`config.mk`:
```
export PLATFORM = sky130hd
export DESIGN_NAME = ddc_decimation_rate_select
export DESIGN_NICKNAME = d
export VERILOG_FILES = /design/src/core/ddc_decim_pkg.sv /design/src/core/ddc_decimation_rate_select.sv
export SDC_FILE = /design/constraint.sdc
export NUM_CORES = 1
export LEC_CHECK = 0
export ABC_AREA = 1
export ABC_CLOCK_PERIOD_IN_PS = 6400
export BUFFER_PORTS_ARGS = -buffer_cell sky130_fd_sc_hd__buf_4
export CAP_MARGIN = 20
export CORE_AREA = 2 2 103 130
export CTS_CLUSTER_SIZE = 25
export DETAILED_ROUTE_END_ITERATION = 10
export DIE_AREA = 0 0 105 132
export SLEW_MARGIN = 40
export SYNTH_ARGS = -nofsm -noshare
export SYNTH_HDL_FRONTEND = slang
export SYNTH_SLANG_ARGS = --single-unit
```
`constraint.sdc`:
```
create_clock -name CLK -period 6.4 [get_ports CLK]
set_input_delay 1.92 -clock CLK [delete_from_list [all_inputs] [get_ports CLK]]
set_output_delay 1.92 -clock CLK [all_outputs]
set_load 0.005 [all_outputs]
```
`src/core/ddc_decim_pkg.sv`:
```
// Register map, field layout and decimation chain table of the down-converter rate selector.
package ddc_decim_pkg;

  // ==========================================================================
  // Register indices and byte addresses
  // ==========================================================================
  localparam logic [31:0] PRIMARY_IDX     = 32'h0000_0310;
  localparam logic [31:0] SECONDARY_IDX   = 32'h0000_0371;
  localparam logic [31:0] STATUS_IDX      = 32'h0000_0372;
  localparam logic [31:0] WORD_BYTES      = 32'h0000_0004;
  localparam logic [31:0] ADDR_PRIMARY    = PRIMARY_IDX * WORD_BYTES;
  localparam logic [31:0] ADDR_SECONDARY  = SECONDARY_IDX * WORD_BYTES;
  localparam logic [31:0] ADDR_STATUS     = STATUS_IDX * WORD_BYTES;

  // ==========================================================================
  // Field layout and reset values
  // ==========================================================================
  localparam int          PRIM_SEL_LSB    = 0;
  localparam int          PRIM_SEL_W      = 3;
  localparam int          C2R_BIT         = 3;
  localparam int          SEC_SEL_LSB     = 4;
  localparam int          SEC_SEL_W       = 4;
  localparam int          REG_W           = 8;
  localparam int          RATIO_W         = 6;
  localparam int          STAGE_W         = 6;
  localparam int          STAT_RATIO_LSB  = 0;
  localparam int          STAT_STAGE_LSB  = 8;
  localparam logic [7:0]  PRIMARY_RESET   = 8'h00;
  localparam logic [7:0]  SECONDARY_RESET = 8'h00;

  // ==========================================================================
  // Selector codes
  // ==========================================================================
  localparam logic [2:0]  PRIM_HB12       = 3'h0;
  localparam logic [2:0]  PRIM_HB123      = 3'h1;
  localparam logic [2:0]  PRIM_HB1234     = 3'h2;
  localparam logic [2:0]  PRIM_HB1        = 3'h3;
  localparam logic [2:0]  PRIM_HB1_TB     = 3'h4;
  localparam logic [2:0]  PRIM_HB12_TB    = 3'h5;
  localparam logic [2:0]  PRIM_HB123_TB   = 3'h6;
  localparam logic [2:0]  PRIM_SECONDARY  = 3'h7;
  localparam logic [3:0]  SEC_TB_HB1234   = 4'h0;
  localparam logic [3:0]  SEC_FB_HB1      = 4'h1;
  localparam logic [3:0]  SEC_FB_HB12     = 4'h2;
  localparam logic [3:0]  SEC_FB_HB123    = 4'h3;

  // ==========================================================================
  // Stage enables: bit 0..3 half-band one..four, bit 4 third-band, bit 5 fifth-band
  // ==========================================================================
  typedef logic [STAGE_W-1:0] stage_t;
  localparam stage_t      STG_HB1         = 6'h01;
  localparam stage_t      STG_HB2         = 6'h02;
  localparam stage_t      STG_HB3         = 6'h04;
  localparam stage_t      STG_HB4         = 6'h08;
  localparam stage_t      STG_TB          = 6'h10;
  localparam stage_t      STG_FB          = 6'h20;

  // Ratios with complex-to-real disabled; enabling it halves each one.
  typedef logic [RATIO_W-1:0] ratio_t;
  localparam ratio_t      RATIO_HB12      = 6'h04;
  localparam ratio_t      RATIO_HB123     = 6'h08;
  localparam ratio_t      RATIO_HB1234    = 6'h10;
  localparam ratio_t      RATIO_HB1       = 6'h02;
  localparam ratio_t      RATIO_HB1_TB    = 6'h06;
  localparam ratio_t      RATIO_HB12_TB   = 6'h0C;
  localparam ratio_t      RATIO_HB123_TB  = 6'h18;
  localparam ratio_t      RATIO_TB_HB1234 = 6'h30;
  localparam ratio_t      RATIO_FB_HB1    = 6'h0A;
  localparam ratio_t      RATIO_FB_HB12   = 6'h14;
  localparam ratio_t      RATIO_FB_HB123  = 6'h28;

  typedef enum logic [1:0] {SEL_NONE, SEL_PRIMARY, SEL_SECONDARY, SEL_STATUS} reg_sel_t;

endpackage

```
`src/core/ddc_decimation_rate_select.sv`:
```
// Decimation chain and ratio selector for one down-converter channel, with AHB-Lite registers.
//
// Notes on behaviour
// - Primary code 011 uses half-band one only, ratio 1 with real output, else 2.
// - Code 100 cascades half-band one and third-band, ratio 3 or 6.
// - Code 101 cascades half-bands one, two and third-band, ratio 6 or 12.
// - Code 110 cascades half-bands one to three and third-band, ratio 12 real.
// - Code 110 with complex output decimates by 24 through that cascade.
// - Half-bands one to four in cascade give ratio 8 real, 16 complex.
// - Primary code 111 takes chain and ratio from secondary selector bits 7:4.
// - Secondary selector is ignored unless primary selector equals 111.
// - A secondary code cascades third-band with half-bands four to one, 48 or 24.
// - A secondary code cascades fifth-band with half-band one, ratio 10 or 5.
// - A secondary code cascades fifth-band with half-bands two, one, ratio 20 or 10.
// - A secondary code cascades fifth-band with half-bands three to one, 40 or 20.
//
// Local design decision: the AHB-Lite slave port.
`timescale 1ns/1ps

module ddc_decimation_rate_select #(
  parameter int DATA_W = 16
) (
  input  wire logic                          CLK,
  input  wire logic                          NRST,
  input  wire logic                          HSEL,
  input  wire logic [31:0]                   HADDR,
  input  wire logic [1:0]                    HTRANS,
  input  wire logic                          HWRITE,
  input  wire logic [2:0]                    HSIZE,
  input  wire logic                          HREADY,
  input  wire logic [31:0]                   HWDATA,
  output logic      [31:0]                   HRDATA,
  output logic                               HREADYOUT,
  output logic                               HRESP,
  input  wire logic                          SAMPLE_VALID,
  input  wire logic [DATA_W-1:0]             SAMPLE_DATA,
  output logic                               OUT_VALID,
  output logic      [DATA_W-1:0]             OUT_DATA,
  output logic      [ddc_decim_pkg::STAGE_W-1:0] STAGE_ENABLE,
  output logic      [ddc_decim_pkg::RATIO_W-1:0] DECIM_RATIO
);
  import ddc_decim_pkg::*;

  // ==========================================================================
  // State
  // ==========================================================================
  typedef struct packed {
    logic [REG_W-1:0]   primary;
    logic [REG_W-1:0]   secondary;
    logic               dp_write;
    reg_sel_t           dp_sel;
    logic [31:0]        rdata;
    ratio_t             count;
    logic               out_valid;
    logic [DATA_W-1:0]  out_data;
  } state_t;

  state_t     st_r;
  state_t     st_nxt;
  stage_t     stages;
  ratio_t     ratio_full;
  ratio_t     ratio;
  logic [2:0] prim_sel;
  logic [3:0] sec_sel;
  logic       c2r_en;
  logic       addr_phase;
  reg_sel_t   ap_sel;
  logic [REG_W-1:0] prim_view;
  logic [REG_W-1:0] sec_view;

  assign prim_sel = st_r.primary[PRIM_SEL_LSB +: PRIM_SEL_W];
  assign sec_sel  = st_r.secondary[SEC_SEL_LSB +: SEC_SEL_W];
  assign c2r_en   = st_r.primary[C2R_BIT];

  // ==========================================================================
  // Chain resolution
  // ==========================================================================
  always_comb
  begin
    stages     = STG_HB1 | STG_HB2;
    ratio_full = RATIO_HB12;
    case (prim_sel)
      PRIM_HB12:
      begin
        stages     = STG_HB1 | STG_HB2;
        ratio_full = RATIO_HB12;
      end
      PRIM_HB123:
      begin
        stages     = STG_HB1 | STG_HB2 | STG_HB3;
        ratio_full = RATIO_HB123;
      end
      PRIM_HB1234:
      begin
        stages     = STG_HB1 | STG_HB2 | STG_HB3 | STG_HB4;
        ratio_full = RATIO_HB1234;
      end
      PRIM_HB1:
      begin
        stages     = STG_HB1;
        ratio_full = RATIO_HB1;
      end
      PRIM_HB1_TB:
      begin
        stages     = STG_HB1 | STG_TB;
        ratio_full = RATIO_HB1_TB;
      end
      PRIM_HB12_TB:
      begin
        stages     = STG_HB1 | STG_HB2 | STG_TB;
        ratio_full = RATIO_HB12_TB;
      end
      PRIM_HB123_TB:
      begin
        stages     = STG_HB1 | STG_HB2 | STG_HB3 | STG_TB;
        ratio_full = RATIO_HB123_TB;
      end
      default:
      begin
        // Only this branch looks at the secondary selector.
        // Unlisted secondary codes fall back to the longest chain, which is safe for aliasing.
        case (sec_sel)
          SEC_FB_HB1:
          begin
            stages     = STG_FB | STG_HB1;
            ratio_full = RATIO_FB_HB1;
          end
          SEC_FB_HB12:
          begin
            stages     = STG_FB | STG_HB2 | STG_HB1;
            ratio_full = RATIO_FB_HB12;
          end
          SEC_FB_HB123:
          begin
            stages     = STG_FB | STG_HB3 | STG_HB2 | STG_HB1;
            ratio_full = RATIO_FB_HB123;
          end
          default:
          begin
            stages     = STG_TB | STG_HB4 | STG_HB3 | STG_HB2 | STG_HB1;
            ratio_full = RATIO_TB_HB1234;
          end
        endcase
      end
    endcase
  end

  // Complex-to-real conversion halves every ratio.
  assign ratio = c2r_en ? (ratio_full >> 1) : ratio_full;

  // ==========================================================================
  // Bus decode
  // ==========================================================================
  assign addr_phase = HSEL && HTRANS[1] && HREADY;

  always_comb
  begin
    if (HADDR == ADDR_PRIMARY)
      ap_sel = SEL_PRIMARY;
    else if (HADDR == ADDR_SECONDARY)
      ap_sel = SEL_SECONDARY;
    else if (HADDR == ADDR_STATUS)
      ap_sel = SEL_STATUS;
    else
      ap_sel = SEL_NONE;
  end

  // A read right behind a write to the same register sees the written value.
  assign prim_view = (st_r.dp_write && st_r.dp_sel == SEL_PRIMARY) ?
                     HWDATA[REG_W-1:0] : st_r.primary;
  assign sec_view  = (st_r.dp_write && st_r.dp_sel == SEL_SECONDARY) ?
                     HWDATA[REG_W-1:0] : st_r.secondary;

  // ==========================================================================
  // Next state
  // ==========================================================================
  always_comb
  begin
    st_nxt           = st_r;
    st_nxt.out_valid = 1'b0;

    if (st_r.dp_write && st_r.dp_sel == SEL_PRIMARY)
      st_nxt.primary = HWDATA[REG_W-1:0];
    if (st_r.dp_write && st_r.dp_sel == SEL_SECONDARY)
      st_nxt.secondary = HWDATA[REG_W-1:0];

    if (addr_phase)
    begin
      st_nxt.dp_write = HWRITE;
      st_nxt.dp_sel   = ap_sel;
      st_nxt.rdata    = 32'h0000_0000;
      if (!HWRITE)
      begin
        if (ap_sel == SEL_PRIMARY)
          st_nxt.rdata[REG_W-1:0] = prim_view;
        else if (ap_sel == SEL_SECONDARY)
          st_nxt.rdata[REG_W-1:0] = sec_view;
        else if (ap_sel == SEL_STATUS)
        begin
          st_nxt.rdata[STAT_RATIO_LSB +: RATIO_W] = ratio;
          st_nxt.rdata[STAT_STAGE_LSB +: STAGE_W] = stages;
        end
      end
    end
    else
    begin
      st_nxt.dp_write = 1'b0;
      st_nxt.dp_sel   = SEL_NONE;
    end

    // Comparing with >= keeps the counter safe when the ratio shrinks mid-count.
    if (SAMPLE_VALID)
    begin
      if (st_r.count >= ratio - 6'h01)
      begin
        st_nxt.count     = 6'h00;
        st_nxt.out_valid = 1'b1;
        st_nxt.out_data  = SAMPLE_DATA;
      end
      else
        st_nxt.count = st_r.count + 6'h01;
    end
  end

  // ==========================================================================
  // Registers
  // ==========================================================================
  always_ff @(posedge CLK or negedge NRST)
  begin
    if (!NRST)
    begin
      st_r.primary   <= PRIMARY_RESET;
      st_r.secondary <= SECONDARY_RESET;
      st_r.dp_write  <= 1'b0;
      st_r.dp_sel    <= SEL_NONE;
      st_r.rdata     <= 32'h0000_0000;
      st_r.count     <= 6'h00;
      st_r.out_valid <= 1'b0;
      st_r.out_data  <= '0;
    end
    else
      st_r <= st_nxt;
  end

  assign HRDATA       = st_r.rdata;
  assign HREADYOUT    = 1'b1;
  assign HRESP        = 1'b0;
  assign OUT_VALID    = st_r.out_valid;
  assign OUT_DATA     = st_r.out_data;
  assign STAGE_ENABLE = stages;
  assign DECIM_RATIO  = ratio;

endmodule

```
== Word-level counts from Yosys, hierarchy flattened ==
Cells that the tools add are included.
Word-level totals
  register bits: 56
  bits in latches: 0
  bits in writable memories: 0
  bits in read-only memories: 0
  output and inout port bits: 63
  logic and storage cells: 56
  memories: 0
Cells by class
  add/sub/neg operators: 2
  multipliers: 0
  divide/modulo/power cells: 0
  magnitude comparators: 1
  equality and inequality tests: 17
  shifts and indexed selects: 0
  multiplexer cells: 22
  bitwise logic cells: 0
  reduce and logical (&&, ||, !) cells: 6
Operators by type and width (number)
  $eq 32x12->1 const B: 3
  $pmux 6 s7: 2
  $mux 6: 7
  $pmux 6 s3: 2
  $mux 17: 2
  $mux 8: 3
  $mux 14: 1
  $eq 3x3->1 const B: 3
  $eq 4x2->1 const B: 2
  $mux 2: 4
  $add 6x1->6 const B: 1
  $eq 2x2->1 const B: 3
  $eq 3x2->1 const B: 2
  $ge 6x6->1: 1
  $sub 6x1->6 const B: 1
  $eq 2x1->1 const B: 2
  $eq 4x1->1 const B: 1
  $logic_and 1x1->1: 4
  $eq 3x1->1 const B: 1
  $logic_not 3->1: 1
  $mux 3: 1
  $reduce_and 2->1: 1

== Depth between registers and ports, before layout ==
Gate-level depths: netlist (run 1).
  word-level depth: 9
  depth in mapped cells: 21
  depth with buffers taken out: 20

== Worst setup path after synthesis (run 1) ==
Ideal clock, no wire load.
  path kind: register -> output
  from: register st_r, in the netlist prim_sel[0]
  to: output port DECIM_RATIO[0] (netlist name)
  data arrival time: 949 ps
  required time: 4480 ps
  slack: 3531 ps
  stages on the path, launching flop included: 6
  cells stage by stage: dfrtp_1 > inv_2 > nand2_1 > o21ai_2 > nand2_2 > nor2_2
Between the ends
  cells in the longest elaborated chain, start to end: 3
  elaborated cells between the ends (all ways): 9
  those cells by class: eq/ne: 6; mux: 2; reduce/logical: 1
RTL lines
  from (decl): RTL line ddc_decimation_rate_select.sv:58  | state_t st_r;
  from (signal assigned): RTL line ddc_decimation_rate_select.sv:242  | st_r <= st_nxt;
  $eq 3x3->1, or another cell as far along: RTL line ddc_decimation_rate_select.sv:82  | case (prim_sel)
  $pmux 6 s7 (*): RTL line ddc_decimation_rate_select.sv:82
  $mux 6 (*): RTL line ddc_decimation_rate_select.sv:149  | assign ratio = c2r_en ? (ratio_full >> 1) : ratio_full;
  to (decl): RTL line ddc_decimation_rate_select.sv:40  | output logic [ddc_decim_pkg::RATIO_W-1:0] DECIM_RATIO
Every way passes the cells marked *; elsewhere a longest branch is shown, timed or not.

== Worst setup path in the final report (run 1) ==
  from: register st_r, in the netlist prim_sel[1]
  to: output port DECIM_RATIO[1] (netlist name)
Same word-level chain as after synthesis.

==> run metrics, run 1 <==
CTS tree yes; initial core utilization 0.285; WS Path Type reg -> out; synthesized flop and latch total 56; fraction of registers with async set/reset 1.00; Post-Route WL 8.65 mm; largest net degree at the start of global routing 57; Final Max Tran Viols 0; cells after synthesis 477; initial antenna violation count 0; number of max-cap violations 0; vias in the first global route 3193; Clock Skews roughly 0.008 ns; Core Rows 46; Synth top area share 0.392; I/O Buffers roughly 100; Synth area leaders dfrtp_1 39%, nand2_1 16%, buf_4 11%; number of DRC violations after detailed-routing iteration 0 95; remaining global-route overflow 0; CP Max Fanout 4; Hold/Removal Path Class reg -> reg; register area share after synthesis 0.392; Layout area overhead 22.6%; GP Congestion roughly 0.84; Clock H-tree levels 2; Avg Cell Area, Syn 7.50 µm²; Antenna Cells 0; first-pass GRT wire length 14.5 mm; kind of end point of the critical path primary output; worst skew pair latency 0.30 ns; CTS root buffer clkbuf_16; clock slew at reported path FFs 0.07 ns; Final ANT Viol Nets 0; Arrival @ worst endpoint approximately 1.6 ns; final core utilization 0.350; Final Hold Vio Count 0; Slew @ Worst Pin ~0.7 ns; pwr dens 243 nW/µm²; Max Fclk 287 MHz; Clock Tree Buf Depth 2; Max VDD drop about 0.12 mV; Slew headroom 0.520; io pins ~150; CTS resizes 0; DRT Pass-1 Iters 4; DR DRC count 0; # setup viols final 0; Ys Warns 0; minimum clock period approximately 3.5 ns; die area 13900 µm²; CTS Buf Count 5; Layout Nets approximately 650; total global-route track usage 0.128; Post-CTS Setup Bufs 0; Post-synth top cells 148 x nand2_1, 56 x dfrtp_1, 51 x buf_4; core area roughly 13000 µm²; top-count cell post-synth nand2_1; Main synth FF type dfrtp_1; Mapped Area roughly 3600 µm²; CTS Hold Buffers Added 0; Vias 3089; setup_tns 0 ns; Worst Path Required 4.48 ns; EDFF count, synth 0; status finished clean; Lkg Pwr approximately 2.4 nW; WL per Instance ~12 µm; post-detail-place hpwl 6.91 mm; cell taking the most area after synthesis dfrtp_1; Die X 105 µm; post-synth cell types 32; via-per-instance ratio between 4 and 5; die height between 100 and 150 µm; crit start category flop; Clock Sink Count 56; ratio of cells with drive above 1 in the final layout 0.272; RSZ-0062 raised after global routing no; fin crit share 0.545
## flip-flops by register name, indices dropped and copies added (netlist names)
signal     cells
sec_sel        4
OUT_DATA      16
prim_sel       3
HRDATA        14
OUT_VALID      1
c2r_en         1
st_r          17
## final timing paths
check	endpoint	slack, ns	from	cells after the start
setup / recovery	DECIM_RATIO[1]	2.91	prim_sel[1]	6
hold reg to reg	OUT_DATA[14]	0.48	OUT_DATA[14]	2
setup reg to reg	OUT_DATA[15]	3.25	prim_sel[1]	18
min in group asynchronous	HRDATA[5]	1.67	NRST	1
max in group asynchronous	OUT_DATA[8]	4.24	NRST	1
hold / removal	OUT_DATA[14]	0.48	OUT_DATA[14]	2
## routing by layer
layer / share of wire / global-route usage
met1: 0.39 / 0.132
met3: 0.041 / 0.0208
met2: 0.55 / 0.249
met4: 0.024 / 0.0541
met5: 0 / 0
## report_power, final
| part | switching, mW | internal, mW |
|---|---|---|
| Clock | 0.124 | 0.184 |
| Combinational | 0.155 | 0.144 |
| Sequential | 0.0422 | 0.418 |
## placed cells by master, fill, tap and decap left out, drive strengths merged, types with 6 or more instances in the layout
master,count
conb,21
inv,50
dfrtp,56
nor2,52
a21oi,6
o21ai,22
buf,104
ha,8
nand2,162
clkbuf,6
nand3,40
## cells by family after synthesis
| logic type | count (synthesis) | synth area share |
|---|---|---|
| xor gates and xnor gates | 4 | 0.00979 |
| and+or+nand+nor | 264 | 0.341 |
| adders and majority gates | 8 | 0.0280 |
| AOI/OAI and AO/OA | 35 | 0.0570 |
| other | 2 | 0.00210 |
| buffers and inverters | 108 | 0.170 |
| DFF | 56 | 0.392 |
## layout make-up
class,count,area [µm²]
Tap cell,168,210
Clock buffer,6,129
Multi-Input combinational cell,332,1640
Clock inverter,2,35.0
Sequential cell,56,1400
Timing Repair Buffer,104,781
Fill cell,1377,8160
Inverter,51,191
## per-stage QoR
step           hold slack (ns)  setup slack, ns  area (µm²)  instances  total power, mW
6_report                 0.484             2.91        4390        719             1.07
5_1_grt                  0.503             2.83        4390        719             1.14
4_1_cts                  0.486             2.91        4390        719             1.09
3_5_place_dp             0.466             2.95        4220        711            0.772
3_3_place_gp             0.457             2.98        4220        711            0.759
2_1_floorplan            0.439             3.53        3650        496            0.685
## worst max-delay path, cell delays in order, from the launching register on
cell and delay [ns]:
dfrtp_1 0.43, inv_1 0.12, nand2_1 0.10, o21ai_2 0.19
nand3_1 0.12, nand2_1 0.17, buf_4 0.15
(Power assumes the default switching activity.)
==> run 2: changes to the inputs <==
--- a/config.mk
+++ b/config.mk
@@ -5,14 +5,14 @@
 export SDC_FILE = /design/constraint.sdc
 export NUM_CORES = 1
 export LEC_CHECK = 0
-export ABC_AREA = 1
-export ABC_CLOCK_PERIOD_IN_PS = 6400
+export ABC_AREA = 0
+export ABC_CLOCK_PERIOD_IN_PS = 3500
 export BUFFER_PORTS_ARGS = -buffer_cell sky130_fd_sc_hd__buf_4
 export CAP_MARGIN = 20
-export CORE_AREA = 2 2 103 130
+export CORE_AREA = 2 2 100 126
 export CTS_CLUSTER_SIZE = 25
 export DETAILED_ROUTE_END_ITERATION = 10
-export DIE_AREA = 0 0 105 132
+export DIE_AREA = 0 0 102 128
 export SLEW_MARGIN = 40
 export SYNTH_ARGS = -nofsm -noshare
 export SYNTH_HDL_FRONTEND = slang
==> constraint.sdc (replaced) <==
create_clock -name CLK -period 3.5 [get_ports CLK]
set_input_delay 1.05 -clock CLK [delete_from_list [all_inputs] [get_ports CLK]]
set_output_delay 1.05 -clock CLK [all_outputs]
set_load 0.005 [all_outputs]
==> run 2 against run 1 <==
Against the previous run:
- combinational power is 140% higher
- count of clock-buffer cells in the layout stayed put
- sequential share of layout area is 1.4 points higher
- via count shrank 17%
- register-to-register slack got worse by 3.0 ns
- synthesized area is 6.5% lower
- total power increased by 95%
- clock power increased by 60%
- worst setup slack got worse by 2.7 ns
- die area shrank 5.8%
- design area fell by 4.3%
- cell count is 23% lower
==> run metrics, run 2 <==
Critical Path, Cell by Cell nor4b_4 -> o21ai_1 -> a221oi_2 -> inv_1 -> ha_1 -> nor3b_1 -> xnor2_1 -> ha_1 -> a2111oi_2 -> o21ai_1 -> nand3_2 -> buf_12 -> mux2_2; global route hottest layer met2; die height 128 µm (-3.0%); Layout Nets 490 (-24%); most common cell after layout, fill and taps aside buf_4; met3 usage 0.0256 (+0.00487); initial core utilization 0.280 (-0.00501); I/O Buffers 104 (unchanged); final core utilization 0.352 (+0.00216); Antenna Cells 0 (unchanged); post-detail-place hpwl 6.27 mm (-9.2%); clock slew at reported path FFs 0.07 ns (about the same); Post-synth top cells 56 x dfrtp_1, 51 x buf_4, 20 x mux2_2; number of DRC violations after detailed-routing iteration 0 120 (+26%); total global-route track usage 0.125 (-0.00241); CTS tree yes; largest net degree at the start of global routing 57 (unchanged); Clock Skews 0.00650 ns (-0.00156 ns); Die X 102 µm (-2.9%); Final Hold Vio Count 0 (unchanged); # setup viols final 0 (unchanged); GP Congestion 0.850 (+1.3%); io pins 154 (unchanged); worst skew pair latency 0.29 ns (about the same); fraction of registers with async set/reset 1.00 (unchanged); Mapped Area 3340 µm² (-6.5%); Post-Route WL 7.95 mm (-8.1%); Worst Path Required 3.67 ns (-0.81 ns); Power, Total 2.09 mW (+95%); ratio of cells with drive above 1 in the final layout 0.391 (+0.119); core area 11900 µm² (-4.9%); status finished clean; Layout area overhead 25.6%; vias in the first global route 2617 (-18%); Final Max Tran Viols 0 (unchanged); Synth top area share 0.419 (+0.0274); Main synth FF type dfrtp_1; Lkg Pwr 2.00 nW (-18%); first-pass GRT wire length 12.8 mm (-12%); Clock Tree Buf Depth 2 (unchanged); Clock H-tree levels 2 (unchanged); top-count cell post-synth dfrtp_1; WL per Instance 14.3 µm (+19%); Avg Cell Area, Syn 10.7 µm² (+42%); GRT met1 Usage 0.144 (+0.0120); Hold/Removal Path Class reg -> reg; Slowest cell on crit path dfrtp_1; die area 13100 µm² (-5.8%); max reg flops 17 (unchanged); fin crit share 0.928; Max Fclk 308 MHz; Slew @ Worst Pin 0.712 ns (-0.00822 ns); Hold Worst Slack 0.484 ns (+0.000736 ns); Final ANT Viol Nets 0 (unchanged); WS Path Type reg -> reg; DR DRC count 0 (unchanged); CTS Buf Count 5 (unchanged); register area share after synthesis 0.419 (+0.0274); minimum clock period about 3.2 ns; CP Max Fanout 17 (+13); setup_tns 0 ns (unchanged); met2 usage 0.232 (-0.0167); Ys Warns 0 (unchanged); most frequent cells in the layout 111 x buf_4, 56 x dfrtp_1, 21 x conb_1; CTS root buffer clkbuf_16; Slew headroom 0.526 (+0.00548); Arrival @ worst endpoint 3.42 ns (+1.85 ns); Biggest register st_r; synthesized flop and latch total 56 (unchanged); number of max-cap violations 0 (unchanged); Fill cells 1232 (-11%); Clock Sink Count 56 (unchanged); DRT Pass-1 Iters 4 (unchanged); Vias 2570 (-17%); Max VDD drop 0.214 mV (+74%); initial antenna violation count 0 (unchanged); via-per-instance ratio 4.63 (+7.8%); post-synth cell types 57 (+78%); max incr delay on CP 0.49 ns (+0.06 ns); pwr dens 497 nW/µm² (+100%); RSZ-0062 raised after global routing no; crit start category flop; Core Rows 45 (-2.2%); cells after synthesis 314 (-34%); Synth area leaders dfrtp_1 42%, buf_4 11%, mux2_2 6.7%; cell taking the most area after synthesis dfrtp_1; kind of end point of the critical path flop; remaining global-route overflow 0 (unchanged); EDFF count, synth 0 (unchanged)
run 2: changes by cell type in the layout (fill, tap and decap cells not counted), moves of 20 or more:
cell and delta:
nand2_1 -132, nor2_1 -33, inv_1 -31, nand3_1 -31
mux2_2 +20
run 2: where the power goes:
part           total, mW  switching, mW  leakage (nW)  internal [mW]
Sequential         0.880         0.0940         0.702          0.786
Combinational      0.710          0.294          1.23          0.417
Clock              0.495          0.230        0.0673          0.265
run 2: final timing paths:
| check | slack (ns) | start | endpoint | depth (start not counted) |
|---|---|---|---|---|
| worst max-delay path | 0.25 | sec_sel[2] | OUT_DATA[9] | 13 |
| worst min-delay path | 0.48 | st_r[58] | st_r[58] | 2 |
| worst max register to register | 0.25 | sec_sel[2] | OUT_DATA[9] | 13 |
| worst min register to register | 0.48 | st_r[58] | st_r[58] | 2 |
| max in group asynchronous | 2.22 | NRST | prim_sel[0] | 1 |
| min in group asynchronous | 0.82 | NRST | OUT_DATA[10] | 1 |
run 2: cell type report:
type,instances,area (µm²),share of cell area
clock inverter,1,8.76,0.00209
sequential,56,1400,0.334
inverter,15,56.3,0.0134
timing repair buffer,112,853,0.203
multi-input combinational,201,1550,0.368
tap,164,205,0.0489
clock buffer,6,129,0.0307
run 2: kinds of logic after synthesis:
group	synth area share
AO/OA/AOI/OAI	0.132
XOR/XNOR	0.0131
adder cells (fa/ha/maj)	0.0299
buffers and inverters	0.145
flip-flops	0.419
multiplexers	0.107
other	0.00225
AND/OR/NAND/NOR	0.152
run 2: metrics by stage:
stage	setup slack, ns	cell area (µm²)	std cells
floorplan	0.323	3420	333
global placement	0.214	4040	547
detailed placement	0.181	4040	547
CTS	0.168	4180	554
global route	0.0279	4200	555
finish	0.253	4200	555
run 2: worst max-delay path, delay by kind of cell (launching register included):
family	cells	cell delay, ns
AO/OA/AOI/OAI	4	0.86
XOR/XNOR	1	0.15
adder cells (fa/ha/maj)	2	0.43
buffers and inverters	2	0.24
flip-flops	1	0.49
multiplexers	1	0.34
AND/OR/NAND/NOR	3	0.61
run 2: layer usage:
metal,wire length [µm],part of all wire,vias to the layer above
met5,0,0,-
met2,4190,0.53,102
met1,3180,0.40,1245
li1,-,-,1215
met3,484,0.061,8
met4,99,0.012,0
run 2: what timing repair did:
| item | CTS | global route |
|---|---|---|
| endpoints found under the setup margin | 0 | 16 |
| buffers inserted | 0 | 1 |
| hold buffers | 0 | 0 |
| resized for setup | 0 | 3 |
==> run 3: changes to the inputs <==
--- a/config.mk
+++ b/config.mk
@@ -9,10 +9,10 @@
 export ABC_CLOCK_PERIOD_IN_PS = 3500
 export BUFFER_PORTS_ARGS = -buffer_cell sky130_fd_sc_hd__buf_4
 export CAP_MARGIN = 20
-export CORE_AREA = 2 2 100 126
+export CORE_AREA = 2 2 155 81
 export CTS_CLUSTER_SIZE = 25
 export DETAILED_ROUTE_END_ITERATION = 10
-export DIE_AREA = 0 0 102 128
+export DIE_AREA = 0 0 157 83
 export SLEW_MARGIN = 40
 export SYNTH_ARGS = -nofsm -noshare
 export SYNTH_HDL_FRONTEND = slang
==> run 3 against run 2 <==
Against the previous run:
- flip-flop and latch count did not move
- fmax fell by 1.6%
- core utilization rose by 0.99 points
- global-route usage rose by 0.96 points
==> run metrics, run 3 (synthesized netlist as in run 2, its figures left out) <==
status finished clean; CP Max Fanout 17 (unchanged); Vias 2566 (-0.16%); largest net degree at the start of global routing 57 (unchanged); Core Rows 28 (-38%); CTS tree yes; I/O Buffers 104 (unchanged); initial core utilization 0.288 (+0.00822); kind of end point of the critical path flop; Final Max Tran Viols 0 (unchanged); max reg flops 17 (unchanged); Arrival @ worst endpoint 3.47 ns (+0.05 ns); Reg2Reg Setup Slack 0.20 ns (-0.05 ns); setup_tns 0 ns (unchanged); Critical Path, Cell by Cell nor4b_2 -> o21ai_1 -> a221oi_2 -> inv_1 -> ha_1 -> nor3b_1 -> xnor2_1 -> ha_1 -> a2111oi_2 -> o21ai_1 -> nand3_2 -> buf_12 -> mux2_1; Layout Nets 489 (-0.20%); reg2reg start sec_sel[3]; most common cell after layout, fill and taps aside buf_4; io pins 154 (unchanged); total global-route track usage 0.135 (+0.00961); Die X 157 µm (+54%); Power, Total 2.10 mW (+0.93%); via-per-instance ratio 4.62 (-0.34%); worst hold stages 2 (unchanged); minimum clock period 3.30 ns (+0.0534 ns); die area 13000 µm² (-0.19%); Lkg Pwr 1.99 nW (-0.34%); final core utilization 0.362 (+0.00989); Max VDD drop 0.160 mV (-25%); # setup viols final 0 (unchanged); Clock H-tree levels 2 (unchanged); core area 11600 µm² (-2.9%); Post-Route WL 8.77 mm (+10%); Slowest cell on crit path dfrtp_1; clock slew at reported path FFs 0.07 ns (about the same); Clock Sink Count 56 (unchanged); die height 83 µm (-35%); number of max-cap violations 0 (unchanged); Layout area overhead 25.4%; first-pass GRT wire length 13.7 mm (+7.1%); worst skew pair latency 0.30 ns (about the same); RSZ-0062 raised after global routing no; Antenna Cells 0 (unchanged); CTS root buffer clkbuf_16; CTS Hold Buffers Added 0 (unchanged); Worst Hold End HRDATA[4]; R2R Path End OUT_DATA[1]; Slew @ Worst Pin 0.737 ns (+0.0257 ns); crit start category flop; Hold Worst Slack 0.484 ns (-0.000231 ns); critical path depth 13 (unchanged); ratio of cells with drive above 1 in the final layout 0.391 (unchanged); DR DRC count 0 (unchanged); WS Path Type reg -> reg; initial antenna violation count 0 (unchanged); most frequent cells in the layout 110 x buf_4, 55 x dfrtp_1, 21 x conb_1; remaining global-route overflow 0 (unchanged); Post-Layout Inst Area 4190 µm² (-0.12%); CTS Buf Count 5 (unchanged); DRT Pass-1 Iters 4 (unchanged); Slew headroom 0.508 (-0.0172); vias in the first global route 2573 (-1.7%); Final ANT Viol Nets 0 (unchanged); GP Congestion 0.821 (-3.4%); Clock Tree Buf Depth 2 (unchanged); Fill cells 1176 (-4.5%); Worst Path Required 3.67 ns (about the same); CP Launch Point sec_sel[3]; Post-DP Area 4040 µm² (about the same); Max Fclk 303 MHz (-1.6%); worst hold start HRDATA[4]; R2R depth 13 (unchanged); Biggest register st_r; WL per Instance 15.8 µm (+10%); fin crit share 0.943 (+0.0153); Final Hold Vio Count 0 (unchanged); Hold/Removal Path Class reg -> reg; max incr delay on CP 0.51 ns (+0.02 ns); Clock Skews 0.00690 ns (+0.000405 ns); post-detail-place hpwl 6.93 mm (+10%); Top delay family on crit path compound AO/OA/AOI/OAI gates; pwr dens 502 nW/µm² (+1.1%); crit path buf inv count 2 (unchanged); number of DRC violations after detailed-routing iteration 0 209 (+74%)
## run 3: worst min-delay path, delay by kind of cell, from the launching register on
kind	cells	cell delay, ns
flip-flops	1	0.35
AO/OA/AOI/OAI	1	0.05
AND/OR/NAND/NOR	1	0.06
## run 3: routing by layer
| metal | track usage | routed length (µm) | up-vias |
|---|---|---|---|
| met5 | 0 | 0 | - |
| met2 | 0.193 | 3580 | 127 |
| met4 | 0.0275 | 55 | 0 |
| met1 | 0.197 | 4390 | 1224 |
| li1 | - | - | 1211 |
| met3 | 0.0428 | 744 | 4 |
## run 3: worst max path at each step
stage                               to  slack, ns
final                      OUT_DATA[1]       0.20
after global routing       OUT_DATA[1]      0.001
after CTS                 OUT_DATA[15]       0.04
after detailed placement  OUT_DATA[15]       0.06
after global placement    OUT_DATA[10]       0.26
after floorplan            OUT_DATA[0]       0.32
## run 3: final cells by class
| cell class | instances | area [µm²] | area share |
|---|---|---|---|
| clock buffers | 8 | 146 | 0.0349 |
| inverters | 15 | 56.3 | 0.0134 |
| multi-input cells | 201 | 1540 | 0.366 |
| flip-flops and latches | 56 | 1400 | 0.334 |
| well taps | 165 | 206 | 0.0492 |
| repair buffers | 111 | 846 | 0.202 |
## run 3: power breakdown
group | total [mW] | switching, mW | leakage (nW) | internal [mW]
Combinational | 0.712 | 0.306 | 1.22 | 0.406
Sequential | 0.885 | 0.0984 | 0.701 | 0.787
Clock | 0.508 | 0.222 | 0.0712 | 0.286
Total | 2.10 | 0.626 | 1.99 | 1.48
## run 3: timing repair
item / CTS / global route
gates resized for setup: 0 / 3
hold endpoints to repair: 0 / 0
endpoints found under the setup margin: 0 / 16
setup buffers: 0 / 0
## run 3: metrics by stage
stage               setup WS (ns)  std cells
floorplan                   0.323        333
global placement            0.258        548
detailed placement         0.0570        548
CTS                        0.0388        556
global route              0.00107        556
finish                      0.199        556
